--- config.mk ---
export PLATFORM = sky130hd
export DESIGN_NAME = pbcs_regs
export DESIGN_NICKNAME = d
export VERILOG_FILES = /design/src/design/pbcs_pkg.sv /design/src/design/pbcs_regs.sv /design/src/design/pbcs_strap_sync.sv
export VERILOG_INCLUDE_DIRS = /design/src /design/src/design
export SDC_FILE = /design/constraint.sdc
export NUM_CORES = 1
export LEC_CHECK = 0
export ABC_AREA = 1
export BUFFER_PORTS_ARGS = -buffer_cell sky130_fd_sc_hd__buf_2
export CAP_MARGIN = 20
export CORE_ASPECT_RATIO = 1.5
export CORE_MARGIN = 3
export CORE_UTILIZATION = 47
export CTS_CLUSTER_SIZE = 16
export DETAILED_ROUTE_END_ITERATION = 8
export HOLD_SLACK_MARGIN = 0.02
export PLACE_DENSITY = 0.8
export SLEW_MARGIN = 20
export SYNTH_ARGS = -nofsm -noshare
export SYNTH_HDL_FRONTEND = slang
export SYNTH_SLANG_ARGS = --single-unit
--- constraint.sdc ---
create_clock -name i_ref_clk -period 1.3 [get_ports i_ref_clk]
set_input_delay 0.065 -clock i_ref_clk [delete_from_list [all_inputs] [get_ports i_ref_clk]]
set_output_delay 0.065 -clock i_ref_clk [all_outputs]
set_load 0.02 [all_outputs]
--- src/design/pbcs_defines.svh ---
// Purpose: constants for the basic control/status register bank
// Assumes: 16-bit registers reached by register number
// Notes:   none
`ifndef PBCS_DEFINES_SVH
`define PBCS_DEFINES_SVH
`define PBCS_REG_CTRL      5'h00
`define PBCS_REG_STAT      5'h01
`define PBCS_BIT_RESET     15
`define PBCS_BIT_LOOPBACK  14
`define PBCS_BIT_SPEED     13
`define PBCS_BIT_ANEG_EN   12
`define PBCS_BIT_PWRDN     11
`define PBCS_BIT_ISOLATE   10
`define PBCS_BIT_ANEG_RST  9
`define PBCS_BIT_DUPLEX    8
`define PBCS_BIT_COL_TEST  7
`define PBCS_DUPLEX_RST    1'b1
`define PBCS_STAT_CAPS     16'h7000
`define PBCS_RST_PULSE_CYC 4'h4
`endif

--- src/design/pbcs_pkg.sv ---
// Purpose: types for the basic control/status register bank
// Assumes: none
// Notes:   none
package pbcs_pkg;
   typedef logic [15:0] pbcs_word_t;
   typedef logic [4:0]  pbcs_regnum_t;
   typedef enum logic [2:0] {
      PBCS_RUN   = 3'b001,
      PBCS_SOFT  = 3'b010,
      PBCS_LATCH = 3'b100
   } pbcs_state_e;
endpackage

--- src/design/pbcs_regs.sv ---
// Purpose: basic control and upper basic status registers of a 10/100 PHY
// Assumes: management frames decoded elsewhere into one-cycle read/write strobes
// Notes:   soft reset reloads control bits and re-latches the strap
`timescale 1ns/10ps
`include "pbcs_defines.svh"

// Operation
// writing one to bit 15 soft-resets device; bit self-clears, reads zero.
// bit 14 selects loopback; resets to zero.
// bit 13 picks 100/10 Mbps; ignored under auto-negotiation; reset from strap.
// bit 12 enables auto-negotiation; negotiated result overrides speed and duplex; strap reset.
// bit 11 selects power-down; resets to zero.
// leaving power-down via reset bit takes two writes: first clears, second resets.
// bit 10 isolates the MAC-side interface; resets to zero.
// bit 9 restarts negotiation and self-clears; bit 8 selects full duplex, resets one.
// status bits 15..12 are fixed capability flags: 0,1,1,1.
// bit 7 enables collision test; bits 6..0 read zero, writes ignored.
// 16-bit registers reached by number; writes to read-only bits ignored.
module pbcs_regs (
   // clock and reset
   input  wire logic                 i_ref_clk,
   input  wire logic                 i_rstn,
   // strap pin
   input  wire logic                 i_negotiation_speed_strap,
   // management access
   input  wire logic                 i_wr,
   input  wire logic                 i_rd,
   input  wire pbcs_pkg::pbcs_regnum_t i_regnum,
   input  wire pbcs_pkg::pbcs_word_t   i_wdata,
   output pbcs_pkg::pbcs_word_t        o_rdata,
   output logic                        o_rvalid,
   // negotiation results
   input  wire logic                 i_aneg_speed_100,
   input  wire logic                 i_aneg_full_duplex,
   // controls to the device
   output logic                      o_soft_reset,
   output logic                      o_loopback,
   output logic                      o_power_down,
   output logic                      o_isolate,
   output logic                      o_aneg_enable,
   output logic                      o_aneg_restart,
   output logic                      o_col_test,
   output logic                      o_speed_100,
   output logic                      o_full_duplex
);
   import pbcs_pkg::*;

   logic        strap_sync;
   logic        loop_reg,   loop_next;
   logic        speed_reg,  speed_next;
   logic        aneg_reg,   aneg_next;
   logic        pwrdn_reg,  pwrdn_next;
   logic        iso_reg,    iso_next;
   logic        duplex_reg, duplex_next;
   logic        col_reg,    col_next;
   logic        restart_reg, restart_next;
   logic        srst_reg,   srst_next;
   logic [3:0]  cnt_reg,    cnt_next;
   pbcs_state_e state_reg,  state_next;
   pbcs_word_t  rdata_reg,  rdata_next;
   logic        rvalid_reg, rvalid_next;
   logic        spd_out_reg, spd_out_next;
   logic        dup_out_reg, dup_out_next;
   logic        wr_ctrl;
   pbcs_word_t  ctrl_view;

   // strap is read only in the latch state, after reset or soft reset
   pbcs_strap_sync u_strap (
      .i_ref_clk (i_ref_clk),
      .i_pin     (i_negotiation_speed_strap),
      .o_sync    (strap_sync)
   );

   // writes in soft reset or the latch cycle are dropped silently
   // register number decode
   assign wr_ctrl = i_wr && (i_regnum == `PBCS_REG_CTRL) && (state_reg == PBCS_RUN);

   // reset bit reads zero, bits 6..0 read zero
   always_comb begin
      ctrl_view = 16'h0000;
      ctrl_view[`PBCS_BIT_LOOPBACK] = loop_reg;
      ctrl_view[`PBCS_BIT_SPEED]    = speed_reg;
      ctrl_view[`PBCS_BIT_ANEG_EN]  = aneg_reg;
      ctrl_view[`PBCS_BIT_PWRDN]    = pwrdn_reg;
      ctrl_view[`PBCS_BIT_ISOLATE]  = iso_reg;
      ctrl_view[`PBCS_BIT_ANEG_RST] = restart_reg;
      ctrl_view[`PBCS_BIT_DUPLEX]   = duplex_reg;
      ctrl_view[`PBCS_BIT_COL_TEST] = col_reg;
   end

   always_comb begin
      loop_next    = loop_reg;
      speed_next   = speed_reg;
      aneg_next    = aneg_reg;
      pwrdn_next   = pwrdn_reg;
      iso_next     = iso_reg;
      duplex_next  = duplex_reg;
      col_next     = col_reg;
      restart_next = 1'b0;
      srst_next    = 1'b0;
      cnt_next     = cnt_reg;
      state_next   = state_reg;
      case (state_reg)
         PBCS_RUN: begin
            if (wr_ctrl) begin
               // first reset write while powered down only wakes
               if (i_wdata[`PBCS_BIT_RESET] && pwrdn_reg) begin
                  pwrdn_next = 1'b0;
               // soft reset, bit never stored
               end else if (i_wdata[`PBCS_BIT_RESET]) begin
                  state_next = PBCS_SOFT;
                  cnt_next   = `PBCS_RST_PULSE_CYC;
                  srst_next  = 1'b1;
               end else begin
                  // writable bits
                  loop_next    = i_wdata[`PBCS_BIT_LOOPBACK];
                  speed_next   = i_wdata[`PBCS_BIT_SPEED];
                  aneg_next    = i_wdata[`PBCS_BIT_ANEG_EN];
                  pwrdn_next   = i_wdata[`PBCS_BIT_PWRDN];
                  iso_next     = i_wdata[`PBCS_BIT_ISOLATE];
                  duplex_next  = i_wdata[`PBCS_BIT_DUPLEX];
                  col_next     = i_wdata[`PBCS_BIT_COL_TEST];
                  // restart pulse, self-clearing
                  restart_next = i_wdata[`PBCS_BIT_ANEG_RST];
               end
            end
         end
         PBCS_SOFT: begin
            // hold soft reset a few cycles so slow logic sees it
            srst_next = 1'b1;
            cnt_next  = cnt_reg - 4'h1;
            if (cnt_reg == 4'h1) begin
               state_next = PBCS_LATCH;
            end
         end
         PBCS_LATCH: begin
            // re-latch strap, reload defaults
            loop_next   = 1'b0;
            pwrdn_next  = 1'b0;
            iso_next    = 1'b0;
            col_next    = 1'b0;
            duplex_next = `PBCS_DUPLEX_RST;
            speed_next  = strap_sync;
            aneg_next   = strap_sync;
            state_next  = PBCS_RUN;
         end
         default: begin
            state_next = PBCS_RUN;
         end
      endcase
   end

   // one cycle lag keeps these outputs straight from flops
   // negotiated result overrides manual speed and duplex
   always_comb begin
      spd_out_next = aneg_reg ? i_aneg_speed_100 : speed_reg;
      dup_out_next = aneg_reg ? i_aneg_full_duplex : duplex_reg;
   end

   // read data holds until the next read
   // read mux, unmapped numbers read zero
   always_comb begin
      rvalid_next = i_rd;
      rdata_next  = rdata_reg;
      if (i_rd) begin
         case (i_regnum)
            `PBCS_REG_CTRL: rdata_next = ctrl_view;
            `PBCS_REG_STAT: rdata_next = `PBCS_STAT_CAPS;
            default:        rdata_next = 16'h0000;
         endcase
      end
   end

   always_ff @(posedge i_ref_clk) begin
      if (!i_rstn) begin
         state_reg   <= PBCS_LATCH;
         loop_reg    <= 1'b0;
         speed_reg   <= 1'b0;
         aneg_reg    <= 1'b0;
         pwrdn_reg   <= 1'b0;
         iso_reg     <= 1'b0;
         duplex_reg  <= `PBCS_DUPLEX_RST;
         col_reg     <= 1'b0;
         restart_reg <= 1'b0;
         srst_reg    <= 1'b0;
         cnt_reg     <= 4'h0;
         rdata_reg   <= 16'h0000;
         rvalid_reg  <= 1'b0;
         spd_out_reg <= 1'b0;
         dup_out_reg <= 1'b0;
      end else begin
         state_reg   <= state_next;
         loop_reg    <= loop_next;
         speed_reg   <= speed_next;
         aneg_reg    <= aneg_next;
         pwrdn_reg   <= pwrdn_next;
         iso_reg     <= iso_next;
         duplex_reg  <= duplex_next;
         col_reg     <= col_next;
         restart_reg <= restart_next;
         srst_reg    <= srst_next;
         cnt_reg     <= cnt_next;
         rdata_reg   <= rdata_next;
         rvalid_reg  <= rvalid_next;
         spd_out_reg <= spd_out_next;
         dup_out_reg <= dup_out_next;
      end
   end

   assign o_rdata        = rdata_reg;
   assign o_rvalid       = rvalid_reg;
   assign o_soft_reset   = srst_reg;
   assign o_loopback     = loop_reg;
   assign o_power_down   = pwrdn_reg;
   assign o_isolate      = iso_reg;
   assign o_aneg_enable  = aneg_reg;
   assign o_aneg_restart = restart_reg;
   assign o_col_test     = col_reg;
   assign o_speed_100    = spd_out_reg;
   assign o_full_duplex  = dup_out_reg;
endmodule

--- src/design/pbcs_strap_sync.sv ---
// Purpose: two-flop synchroniser for the strap pin
// Assumes: pin is asynchronous to i_ref_clk
// Notes:   runs through reset so the strap is settled at release
`timescale 1ns/10ps
module pbcs_strap_sync (
   // clock
   input  wire logic i_ref_clk,
   // pin in, synchronised out
   input  wire logic i_pin,
   output logic      o_sync
);
   logic meta_reg;
   logic sync_reg;
   // no reset: a reset value here would be latched as the strap at release
   always_ff @(posedge i_ref_clk) begin
      meta_reg <= i_pin;
      sync_reg <= meta_reg;
   end
   assign o_sync = sync_reg;
endmodule

==> implementation parameters, run 1 <==
Parameter                              Value

Clock tree
  Register clock-pin slew on the reported worst setup and hold paths ... 0.06 ns
  Number of H-tree branching levels ... 2
  TritonCTS Sinks ... 29
  Library cell used as clock root buffer ... sky130_fd_sc_hd__clkbuf_8
  CTS tree ... yes
  Number of buffers on the longest clock path ... 2
  Insertion delay of the later-clocked pin in the worst-skew pair ... 0.27 ns
  Inserted Clock Buffers ... 5

Min path
  Worst min-delay path class ... input port to register

Critical path
  Critical path class ... register to register
  Arrival time of the worst setup path ... 1.38 ns
  Cell Chain, Critical Path ... inv_2 -> nor3_4 -> nand2_2 -> buf_4 -> nand3_1 -> o21ai_1
  Required arrival time at the worst endpoint ... 1.44 ns
  Endpoint type of the worst setup path ... register
  Critical-path maximum fanout ... 7
  Kind of start point of the critical path ... register
  Slowest cell on the critical path ... sky130_fd_sc_hd__dfxtp_2
  Reg-to-reg slack, setup ... 0.06 ns
  Longest individual stage delay on the worst path ... 0.35 ns

Layout
  Layout cell share with drive strength beyond 1 ... 28.9%
  Synth-to-Final Area Change ... 26.9%
  Filler cells ... 244
  Max reg flops ... 8
  Diodes inserted ... 0
  Non-filler cells, final ... 276
  # nets final ... 269
  Util after Layout ... 63.7%

STA
  Highest achievable clock rate ... 0.806 GHz
  Number of failing setup endpoints in the final timing report ... 0
  Clock period minus final worst setup slack ... 1.24 ns
  Post-route clock skew ... 0.00331 ns
  Setup tns final ... 0 ns
  Final-report max-slew violation count ... 0
  Final worst path period share ... 95.4%
  Least setup slack across all paths after layout ... 0.0596 ns
  Count of final hold-check violations ... 0

Detailed routing
  1st-pass router iterations ... 4
  WL per Instance ... 10.7 um
  Post-DRT Antenna Nets ... 0
  Post-detailed-route via-to-cell ratio ... 4.72
  DRC ... 0
  Final wirelength ... 2950 um
  Number of DRC markers after the initial detailed-route iteration ... 32
  Via count ... 1302

Logic synthesis
  Sequential share of the synthesized area ... 42.3%
  Cell area after synthesis ... 1370 um^2
  Top cell types by occurrence after synthesis ... sky130_fd_sc_hd__nand2_1 (33), sky130_fd_sc_hd__nor2_1 (33), sky130_fd_sc_hd__dfxtp_1 (29)
  Number of synthesized flops with an enable pin ... 0
  Number of instances in the synthesized netlist ... 189
  Largest area contributor in the netlist ... sky130_fd_sc_hd__dfxtp_1
  Biggest area contributors in the synthesized netlist ... sky130_fd_sc_hd__dfxtp_1 (42%), sky130_fd_sc_hd__nand2_1 (9.0%), sky130_fd_sc_hd__nor2_1 (9.0%), sky130_fd_sc_hd__inv_1 (5.2%), sky130_fd_sc_hd__o21ai_0 (4.4%)
  Total of warnings raised by yosys ... 0
  Top-area cell type share of the netlist area ... 42.3%
  Seq cells post-synth ... 29
  Flip-flop cell with the highest count after synthesis ... sky130_fd_sc_hd__dfxtp_1
  Number of unique standard cell types used by synthesis ... 25
  Async set-or-reset flop fraction in the synthesized netlist ... 0%
  Synthesized area per cell ... 7.26 um^2

Job
  Count of max-cap constraint violations ... 0

Power
  Part of the power in combinational logic ... 18.0%
  Sequential power share ... 47.3%
  Switch Pwr ... 0.000584 W
  Pwr Total ... 0.00209 W
  Switching fraction of total power ... 28.0%
  Peak supply drop ... 0.664 mV
  Clock network power share ... 34.7%
  Power Internal ... 0.00150 W
  Power Density ... 1200 nW/um^2
  Total leakage power ... 0.910 nW

Status
  Result of the run ... completed

Global route
  Global-route wire length before repair ... 4660 um
  GRT overflow ... 0
  Pin count of the biggest net entering global routing ... 26
  Via count of the first global-routing pass ... 1106
  Number of antenna violations at the first check in global routing ... 0
  Global router's overall resource usage ... 16.9%

Die
  Placeable core region ... 2730 um^2
  Total die area ... 3620 um^2
  Initial Utilization ... 50.2%
  Vertical die dimension ... 72.2 um
  I/O pin count ... 54
  Chip Width ... 50.1 um
  Cell row count ... 23

Placed design
  Final HPWL from detailed placement ... 2100 um
  Placement Setup Slack ... 0.0518 ns
  Final weighted congestion in routability-driven placement ... 0.811
  Number of buffers inserted by port buffering ... 38
  Post-placement cell count ... 263
==> layout make-up <==
class	count	area, um^2	area share, %
clock buffers	7	86.3	4.96
inverters	23	86.3	4.96
well taps	37	46.3	2.66
multi-input cells	134	683	39.3
repair buffers	46	255	14.7
flip-flops and latches	29	583	33.5
==> kinds of logic after synthesis <==
logic type	after synthesis	synth area share, %
AO/OA/AOI/OAI	26	9.67
adder cells (fa/ha/maj)	2	1.82
other	1	0.273
AND/OR/NAND/NOR	95	33.1
flip-flops	29	42.3
XOR/XNOR	2	1.28
buffers and inverters	34	11.5
==> metal layers <==
layer,vias up,GRT usage (%),part of all wire [%]
met5,-,0,0
met4,0,8.31,2.2
met3,6,4.31,4.3
met2,32,30.5,55
met1,579,17.7,38
li1,685,-,-
==> stage by stage <==
stage	cell area [um^2]	hold WS, ns
after floorplan	1400	0.0927
after global placement	1590	0.167
after detailed placement	1590	0.170
after CTS	1690	0.0298
after global routing	1740	0.0310
final	1740	0.0361
==> power by group through the flow <==
stage               Clock, W  Sequential (W)  Combinational, W
floorplan                  0         0.00104          0.000212
global placement           0         0.00100          0.000346
detailed placement         0         0.00100          0.000350
CTS                 0.000749        0.000983          0.000357
global route        0.000787        0.000991          0.000419
finish              0.000724        0.000987          0.000377
==> cells in the final DEF, fill, tap and decap left out <==
cell type / netlist / routed
sky130_fd_sc_hd__o21ai_0: 12 / 12
sky130_fd_sc_hd__nand4_1: 5 / 5
sky130_fd_sc_hd__nand3_1: 11 / 11
sky130_fd_sc_hd__or2_0: 1 / 1
sky130_fd_sc_hd__buf_4: 8 / 6
sky130_fd_sc_hd__nand3_2: 1 / 2
sky130_fd_sc_hd__conb_1: 1 / 8
sky130_fd_sc_hd__nor2_1: 33 / 32
sky130_fd_sc_hd__ha_1: 2 / 2
sky130_fd_sc_hd__dfxtp_1: 29 / 27
sky130_fd_sc_hd__nor3_1: 1 / 1
sky130_fd_sc_hd__nand2_4: 1 / 2
sky130_fd_sc_hd__nand2_2: 4 / 3
sky130_fd_sc_hd__nor2_4: 1 / 1
sky130_fd_sc_hd__nor3_4: 0 / 1
sky130_fd_sc_hd__inv_2: 4 / 4
sky130_fd_sc_hd__nand2_1: 33 / 33
sky130_fd_sc_hd__o21ai_1: 1 / 1
sky130_fd_sc_hd__clkbuf_8: 0 / 6
sky130_fd_sc_hd__nand3_4: 2 / 2
sky130_fd_sc_hd__inv_1: 19 / 19
sky130_fd_sc_hd__buf_2: 0 / 38
sky130_fd_sc_hd__dlygate4sd3_1: 0 / 2
sky130_fd_sc_hd__dfxtp_2: 0 / 2
sky130_fd_sc_hd__xor2_1: 2 / 2
sky130_fd_sc_hd__nor2_2: 1 / 2
sky130_fd_sc_hd__a31oi_1: 2 / 2
sky130_fd_sc_hd__a21oi_1: 11 / 11
sky130_fd_sc_hd__clkbuf_1: 3 / 1
==> repair_timing <==
action	4_1_cts	5_1_grt
hold buffers	2	0
endpoints found under the setup margin	0	8
endpoints found under the hold margin	2	0
gates resized for setup	0	5
setup buffers	0	3
==> worst max-delay path, delay by kind of cell (launching register included) <==
kind,cells,cell delay (ns)
DFF,1,0.35
and+or+nand+nor,3,0.44
buffers and inverters,2,0.24
AOI/OAI and AO/OA,1,0.06
==> final timing paths <==
| kind | cells past startpoint | to | start |
|---|---|---|---|
| min reg2reg | 0 | u_strap.o_sync | u_strap.meta_reg |
| max reg2reg | 6 | state_reg[2] | state_reg[0] |
| min | 3 | o_aneg_restart | i_wdata[9] |
| max | 6 | state_reg[2] | state_reg[0] |
Note: power is estimated with default switching activity, not from simulation.
==> run 2: changes to the inputs <==
CORE_ASPECT_RATIO = 0.75   (was 1.5)
==> run 2 against run 1 <==
  * Setup slack gained 0.029 ns
  * Critical endpoint is now cnt_reg[3]
  * Highest routed layer unchanged
  * Sequential power is essentially flat
  * Critical path depth grew 3
  * Non-clock buffer count shrank 2
  * Clock skew grew 0.0045 ns
  * Clock power grew 53%
  * Critical path type unchanged
==> implementation parameters, run 2 (synthesis results as in run 1) <==
Parameter                              Value

Min path
  Worst min-delay path class ... input port to register

STA
  Post-route clock skew ... 0.00785 ns (+0.00454 ns)
  Final worst path period share ... 93.2% (-2.2 points)
  Number of failing setup endpoints in the final timing report ... 0 (unchanged)
  Least setup slack across all paths after layout ... 0.0887 ns (+0.0291 ns)
  Setup repair after global routing missed its margin ... no
  Highest achievable clock rate ... 0.826 GHz (+2.4%)
  Setup tns final ... 0 ns (unchanged)
  Clock period minus final worst setup slack ... 1.21 ns (-0.0291 ns)
  Final-report max-slew violation count ... 0 (unchanged)
  Count of final hold-check violations ... 0 (unchanged)

Detailed routing
  Final wirelength ... 2990 um (+1.6%)
  DRC ... 0 (unchanged)
  WL per Instance ... 11.0 um (+2.7%)
  1st-pass router iterations ... 5 (+1)
  Post-detailed-route via-to-cell ratio ... 4.63 (-1.9%)
  Number of DRC markers after the initial detailed-route iteration ... 75 (+130%)
  Post-DRT Antenna Nets ... 0 (unchanged)
  Via count ... 1263 (-3.0%)

Die
  Placeable core region ... 2700 um^2 (-1.1%)
  Vertical die dimension ... 52.8 um (-27%)
  I/O pin count ... 54 (unchanged)
  Initial Utilization ... 50.7% (+0.58 points)
  Chip Width ... 68.4 um (+36%)
  Total die area ... 3610 um^2 (-0.19%)
  Cell row count ... 16 (-30%)

Layout
  Filler cells ... 242 (-0.82%)
  Layout cell share with drive strength beyond 1 ... 28.7% (-0.18 points)
  Multi-input gate area in the final layout ... 671 um^2 (-1.8%)
  Top library cells by usage in the layout, fill and taps aside ... sky130_fd_sc_hd__buf_2 (38), sky130_fd_sc_hd__nor2_1 (32), sky130_fd_sc_hd__nand2_1 (32)
  Footprint of the flip-flops and latches ... 583 um^2 (unchanged)
  Max reg flops ... 8 (unchanged)
  Diodes inserted ... 0 (unchanged)
  Most common library cell in the layout ignoring fill and taps ... sky130_fd_sc_hd__buf_2
  Synth-to-Final Area Change ... 28.5%
  # nets final ... 266 (-1.1%)

Clock tree
  Register clock-pin slew on the reported worst setup and hold paths ... 0.07 ns (about the same)
  CTS tree ... yes
  Setup bufs post-CTS ... 0 (unchanged)
  Number of buffers on the longest clock path ... 2 (unchanged)
  TritonCTS Sinks ... 29 (unchanged)
  Library cell used as clock root buffer ... sky130_fd_sc_hd__clkbuf_8
  Number of H-tree branching levels ... 2 (unchanged)
  Inserted Clock Buffers ... 5 (unchanged)
  Insertion delay of the later-clocked pin in the worst-skew pair ... 0.28 ns (about the same)

Global route
  Number of antenna violations at the first check in global routing ... 0 (unchanged)
  GRT overflow ... 0 (unchanged)
  Via count of the first global-routing pass ... 1118 (+1.1%)
  Pin count of the biggest net entering global routing ... 26 (unchanged)
  Global-route wire length before repair ... 4770 um (+2.2%)
  Global router's overall resource usage ... 17.9% (+0.98 points)

Power
  Sequential power share ... 40.1% (-7.2 points)
  Power Internal ... 0.00184 W (+22%)
  Total leakage power ... 0.915 nW (+0.45%)
  Switching fraction of total power ... 25.3% (-2.7 points)
  Peak supply drop ... 0.805 mV (+21%)
  Clock network power share ... 45.2% (+10 points)
  Switch Pwr ... 0.000622 W (+6.6%)
  Power Density ... 1400 nW/um^2 (+16%)
  Part of the power in combinational logic ... 14.8% (-3.2 points)

Critical path
  Required arrival time at the worst endpoint ... 1.48 ns (+0.04 ns)
  Reg-to-reg slack, setup ... 0.09 ns (+0.03 ns)
  Beginning of the critical path ... state_reg[0]
  Critical path class ... register to register
  Endpoint type of the worst setup path ... register
  Worst R2R End ... cnt_reg[3]
  Depth of the most critical reg-to-reg path ... 9 (+3)
  Critical-path maximum fanout ... 4 (-3)
  Kind of start point of the critical path ... register
  Origin of the critical flop-to-flop path ... state_reg[0]
  Arrival time of the worst setup path ... 1.39 ns (about the same)
  Capture point of the worst path ... cnt_reg[3]

Placed design
  Placement Setup Slack ... 0.0816 ns (+0.0298 ns)
  Final HPWL from detailed placement ... 2150 um (+2.4%)
  Final weighted congestion in routability-driven placement ... 0.831 (+2.5%)
  Number of buffers inserted by port buffering ... 38 (unchanged)

Status
  Result of the run ... completed

Job
  Count of max-cap constraint violations ... 0 (unchanged)
[run 2: cell type report]
class                   count  share of cell area [%]
clock inverters             3                    3.69
well taps                  36                    2.56
repair buffers             44                    13.8
clock buffers               5                    3.91
inverters                  23                    4.90
flip-flops and latches     29                    33.1
multi-input cells         133                    38.1
[run 2: critical path, cell delays in order (launching register included)]
cell                      delay, ns
sky130_fd_sc_hd__dfxtp_2       0.35
sky130_fd_sc_hd__inv_2         0.07
sky130_fd_sc_hd__nor2_4        0.12
sky130_fd_sc_hd__nand3_4       0.08
sky130_fd_sc_hd__nor2_2        0.10
sky130_fd_sc_hd__nand2_2       0.09
sky130_fd_sc_hd__nand2_2       0.08
sky130_fd_sc_hd__inv_2         0.06
sky130_fd_sc_hd__nor2_1        0.11
sky130_fd_sc_hd__nor2_1        0.05
[run 2: power groups by stage]
stage / Sequential [W] / Clock [W] / Combinational [W]
3_5_place_dp: 0.00100 / 0 / 0.000350
5_1_grt: 0.000992 / 0.00116 / 0.000408
2_1_floorplan: 0.00104 / 0 / 0.000212
4_1_cts: 0.000983 / 0.00112 / 0.000360
6_report: 0.000985 / 0.00111 / 0.000363
3_3_place_gp: 0.00100 / 0 / 0.000344
[run 2: what timing repair did]
action                                  4_1_cts  5_1_grt
resized for setup                             0        5
hold buffers                                  3        0
endpoints found under the setup margin        0       11
endpoints found under the hold margin         3        0
[run 2: stage by stage]
stage	total power (W)	hold WS [ns]	utilization, %	cells	instance area [um^2]
CTS	0.00246	0.0796	64.7	273	1750
global placement	0.00135	0.167	58.6	262	1580
global route	0.00256	0.148	65.2	273	1760
detailed placement	0.00135	0.174	58.6	262	1580
finish	0.00246	0.101	65.2	273	1760
floorplan	0.00126	0.0927	-	196	1400
[run 2: per-layer routing]
layer | GRT usage [%] | vias up | wire (um)
li1 | - | 678 | -
met1 | 24.1 | 537 | 1490
met2 | 26.4 | 43 | 1230
met3 | 4.72 | 5 | 242
met4 | 7.92 | 0 | 34
met5 | 0 | - | 0
[run 2: worst min-delay path by stage]
| stage | start | endpoint | slack, ns | depth (start not counted) |
|---|---|---|---|---|
| after floorplan | i_negotiation_speed_strap | u_strap.meta_reg | 0.09 | 0 |
| after global placement | i_negotiation_speed_strap | u_strap.meta_reg | 0.17 | 1 |
| after detailed placement | i_negotiation_speed_strap | u_strap.meta_reg | 0.17 | 1 |
| after CTS | i_aneg_speed_100 | o_speed_100 | 0.08 | 3 |
| after global routing | i_rd | o_rvalid | 0.15 | 3 |
| final | i_aneg_speed_100 | o_speed_100 | 0.10 | 3 |
==> run 3: changes to the inputs <==
CORE_UTILIZATION = 51   (was 47)
PLACE_DENSITY = 0.85   (was 0.8)
SETUP_SLACK_MARGIN = 0.3   (was unset)
clock period = 1.5 ns   (was 1.3 ns; I/O delays follow)
==> run 3 against run 2 <==
  * Sequential share of layout area up 0.38 points
  * Clock-buffer cell count unchanged
  * Combinational power down 12%
  * Final cell count down 1.1%
  * Setup slack better by 0.19 ns
  * Critical endpoint is now cnt_reg[1]
  * Critical path depth unchanged
  * Worst hold slack worse by 0.047 ns
  * Global-route usage up 1.0 points
==> implementation parameters, run 3 (synthesis results as in run 1) <==
Parameter                              Value

Die
  Placeable core region ... 2420 um^2 (-10%)
  I/O pin count ... 54 (unchanged)
  Vertical die dimension ... 50.9 um (-3.6%)
  Total die area ... 3350 um^2 (-7.1%)
  Chip Width ... 65.9 um (-3.6%)
  Initial Utilization ... 56.6% (+5.9 points)
  Cell row count ... 15 (-1)

STA
  Final worst path period share ... 81.6% (-12 points)
  Setup repair after global routing missed its margin ... yes
  Clock period minus final worst setup slack ... 1.22 ns (+0.0124 ns)
  Final-report max-slew violation count ... 0 (unchanged)
  Least setup slack across all paths after layout ... 0.276 ns (+0.188 ns)
  Highest achievable clock rate ... 0.817 GHz (-1.0%)
  Setup tns final ... 0 ns (unchanged)
  Number of failing setup endpoints in the final timing report ... 0 (unchanged)
  Count of final hold-check violations ... 0 (unchanged)
  Post-route clock skew ... 0.00667 ns (-0.00118 ns)

Min path
  Beginning of the worst hold path ... i_rd
  Number of cells traversed by the worst hold path ... 3 (unchanged)
  Worst min-delay path class ... input port to register
  Endpoint, Worst Hold ... o_rvalid

Detailed routing
  Final wirelength ... 3070 um (+2.5%)
  Via count ... 1267 (+0.32%)
  Post-DRT Antenna Nets ... 0 (unchanged)
  WL per Instance ... 11.4 um (+3.6%)
  Number of DRC markers after the initial detailed-route iteration ... 110 (+47%)
  Post-detailed-route via-to-cell ratio ... 4.69 (+1.4%)
  1st-pass router iterations ... 4 (-1)
  DRC ... 0 (unchanged)

Power
  Total leakage power ... 0.905 nW (-1.0%)
  Clock network power share ... 40.5% (-4.7 points)
  Peak supply drop ... 0.848 mV (+5.3%)
  Power Density ... 1120 nW/um^2 (-20%)
  Part of the power in combinational logic ... 16.2% (+1.4 points)
  Sequential power share ... 43.3% (+3.2 points)
  Switch Pwr ... 0.000526 W (-16%)
  Power Internal ... 0.00145 W (-21%)
  Switching fraction of total power ... 26.6% (+1.3 points)
  Pwr Total ... 0.00197 W (-20%)

Global route
  Met3 track utilization from global routing ... 5.49% (+0.77 points)
  Pin count of the biggest net entering global routing ... 26 (unchanged)
  GRT overflow ... 0 (unchanged)
  Number of antenna violations at the first check in global routing ... 0 (unchanged)
  Global-route wire length before repair ... 4800 um (+0.59%)
  Via count of the first global-routing pass ... 1121 (+0.27%)
  Global routing met1 resource utilization ... 26.1% (+2.0 points)
  Met2 layer usage reported by global route ... 27.6% (+1.2 points)
  Global router's overall resource usage ... 18.9% (+1.0 points)
  Busiest layer in global routing ... met2

Clock tree
  Number of buffers on the longest clock path ... 2 (unchanged)
  Inserted Clock Buffers ... 5 (unchanged)
  TritonCTS Sinks ... 29 (unchanged)
  Insertion delay of the later-clocked pin in the worst-skew pair ... 0.33 ns (+0.05 ns)
  CTS tree ... yes
  Number of H-tree branching levels ... 2 (unchanged)
  Library cell used as clock root buffer ... sky130_fd_sc_hd__clkbuf_4
  Register clock-pin slew on the reported worst setup and hold paths ... 0.10 ns (+0.03 ns)

Critical path
  Critical path class ... register to register
  Endpoint type of the worst setup path ... register
  Kind of start point of the critical path ... register
  Origin of the critical flop-to-flop path ... state_reg[0]
  Reg-to-reg slack, setup ... 0.28 ns (+0.19 ns)
  Depth of the most critical reg-to-reg path ... 9 (unchanged)
  Required arrival time at the worst endpoint ... 1.73 ns (+0.25 ns)
  Arrival time of the worst setup path ... 1.46 ns (+0.07 ns)
  Critical-path maximum fanout ... 4 (unchanged)
  Worst R2R End ... cnt_reg[1]

Layout
  Util after Layout ... 72.7% (+7.5 points)
  Layout cell share with drive strength beyond 1 ... 29.2% (+0.55 points)
  Max reg flops ... 8 (unchanged)
  Diodes inserted ... 0 (unchanged)
  Most common library cell in the layout ignoring fill and taps ... sky130_fd_sc_hd__buf_2
  Top library cells by usage in the layout, fill and taps aside ... sky130_fd_sc_hd__buf_2 (38), sky130_fd_sc_hd__nand2_1 (33), sky130_fd_sc_hd__nor2_1 (31)
  Multi-input gate area in the final layout ... 684 um^2 (+2.1%)
  # nets final ... 265 (-0.38%)
  Filler cells ... 193 (-20%)
  Footprint of the flip-flops and latches ... 589 um^2 (+1.1%)
  Synth-to-Final Area Change ... 28.4% (about the same)

Status
  Result of the run ... completed

Placed design
  Placement Setup Slack ... 0.230 ns (+0.149 ns)
  Final weighted congestion in routability-driven placement ... 0.831 (about the same)
  Number of buffers inserted by port buffering ... 38 (unchanged)
  Final HPWL from detailed placement ... 2150 um (about the same)

Job
  Count of max-cap constraint violations ... 0 (unchanged)
==> run 3: cell types whose count changed in the layout (fill, tap and decap cells not counted), sizes merged <==
| cell | delta |
|---|---|
| buf | -1 |
==> run 3: how the worst max path moves through the flow <==
stage	endpoint	slack [ns]	startpoint	depth (start not counted)
global placement	speed_reg	0.26	state_reg[1]	6
finish	cnt_reg[1]	0.28	state_reg[0]	9
CTS	cnt_reg[1]	0.28	state_reg[0]	9
floorplan	cnt_reg[3]	0.37	state_reg[0]	9
global route	cnt_reg[1]	0.19	state_reg[0]	9
detailed placement	cnt_reg[3]	0.23	state_reg[0]	9
==> run 3: layer usage <==
| layer | part of all wire [%] | vias up |
|---|---|---|
| met1 | 49 | 541 |
| met3 | 7.5 | 4 |
| met5 | 0 | - |
| met4 | 1.0 | 0 |
| li1 | - | 680 |
| met2 | 42 | 42 |
==> run 3: area by class of cell <==
| cell class | instances | share of cell area (%) |
|---|---|---|
| multi-input cells | 133 | 38.9 |
| repair buffers | 43 | 14.1 |
| inverters | 23 | 5.33 |
| clock inverters | 3 | 3.70 |
| flip-flops and latches | 29 | 33.5 |
| clock buffers | 5 | 2.13 |
| well taps | 34 | 2.42 |
==> run 3: power groups by stage <==
| stage | clock network [W] | logic [W] | registers, W |
|---|---|---|---|
| after detailed placement | 0 | 0.000298 | 0.000869 |
| after CTS | 0.000800 | 0.000315 | 0.000854 |
| final | 0.000801 | 0.000320 | 0.000854 |
| after floorplan | 0 | 0.000184 | 0.000905 |
| after global routing | 0.000839 | 0.000357 | 0.000860 |
| after global placement | 0 | 0.000293 | 0.000868 |
==> run 3: worst max-delay path, stage by stage (launching register included) <==
cell	delay, ns
sky130_fd_sc_hd__dfxtp_4	0.39
sky130_fd_sc_hd__inv_6	0.05
sky130_fd_sc_hd__nor2_4	0.10
sky130_fd_sc_hd__nand3_4	0.10
sky130_fd_sc_hd__nor2_2	0.10
sky130_fd_sc_hd__nand2_2	0.10
sky130_fd_sc_hd__nand2_4	0.09
sky130_fd_sc_hd__inv_4	0.04
sky130_fd_sc_hd__nor2_1	0.08
sky130_fd_sc_hd__nor2_1	0.05
==> run 3: stage by stage <==
step / hold slack (ns) / instances / area (um^2)
2_1_floorplan: 0.103 / 196 / 1400
3_3_place_gp: 0.179 / 258 / 1570
3_5_place_dp: 0.180 / 258 / 1570
4_1_cts: 0.0585 / 270 / 1730
5_1_grt: 0.0769 / 270 / 1760
6_report: 0.0539 / 270 / 1760
==> run 3: what timing repair did <==
| action | CTS | global route |
|---|---|---|
| resized for setup | 4 | 10 |
| pin swaps | 0 | 3 |
| hold buffers | 3 | 0 |
| hold endpoints to repair | 3 | 0 |
| buffers inserted | 1 | 0 |
| setup endpoints to repair | 11 | 13 |
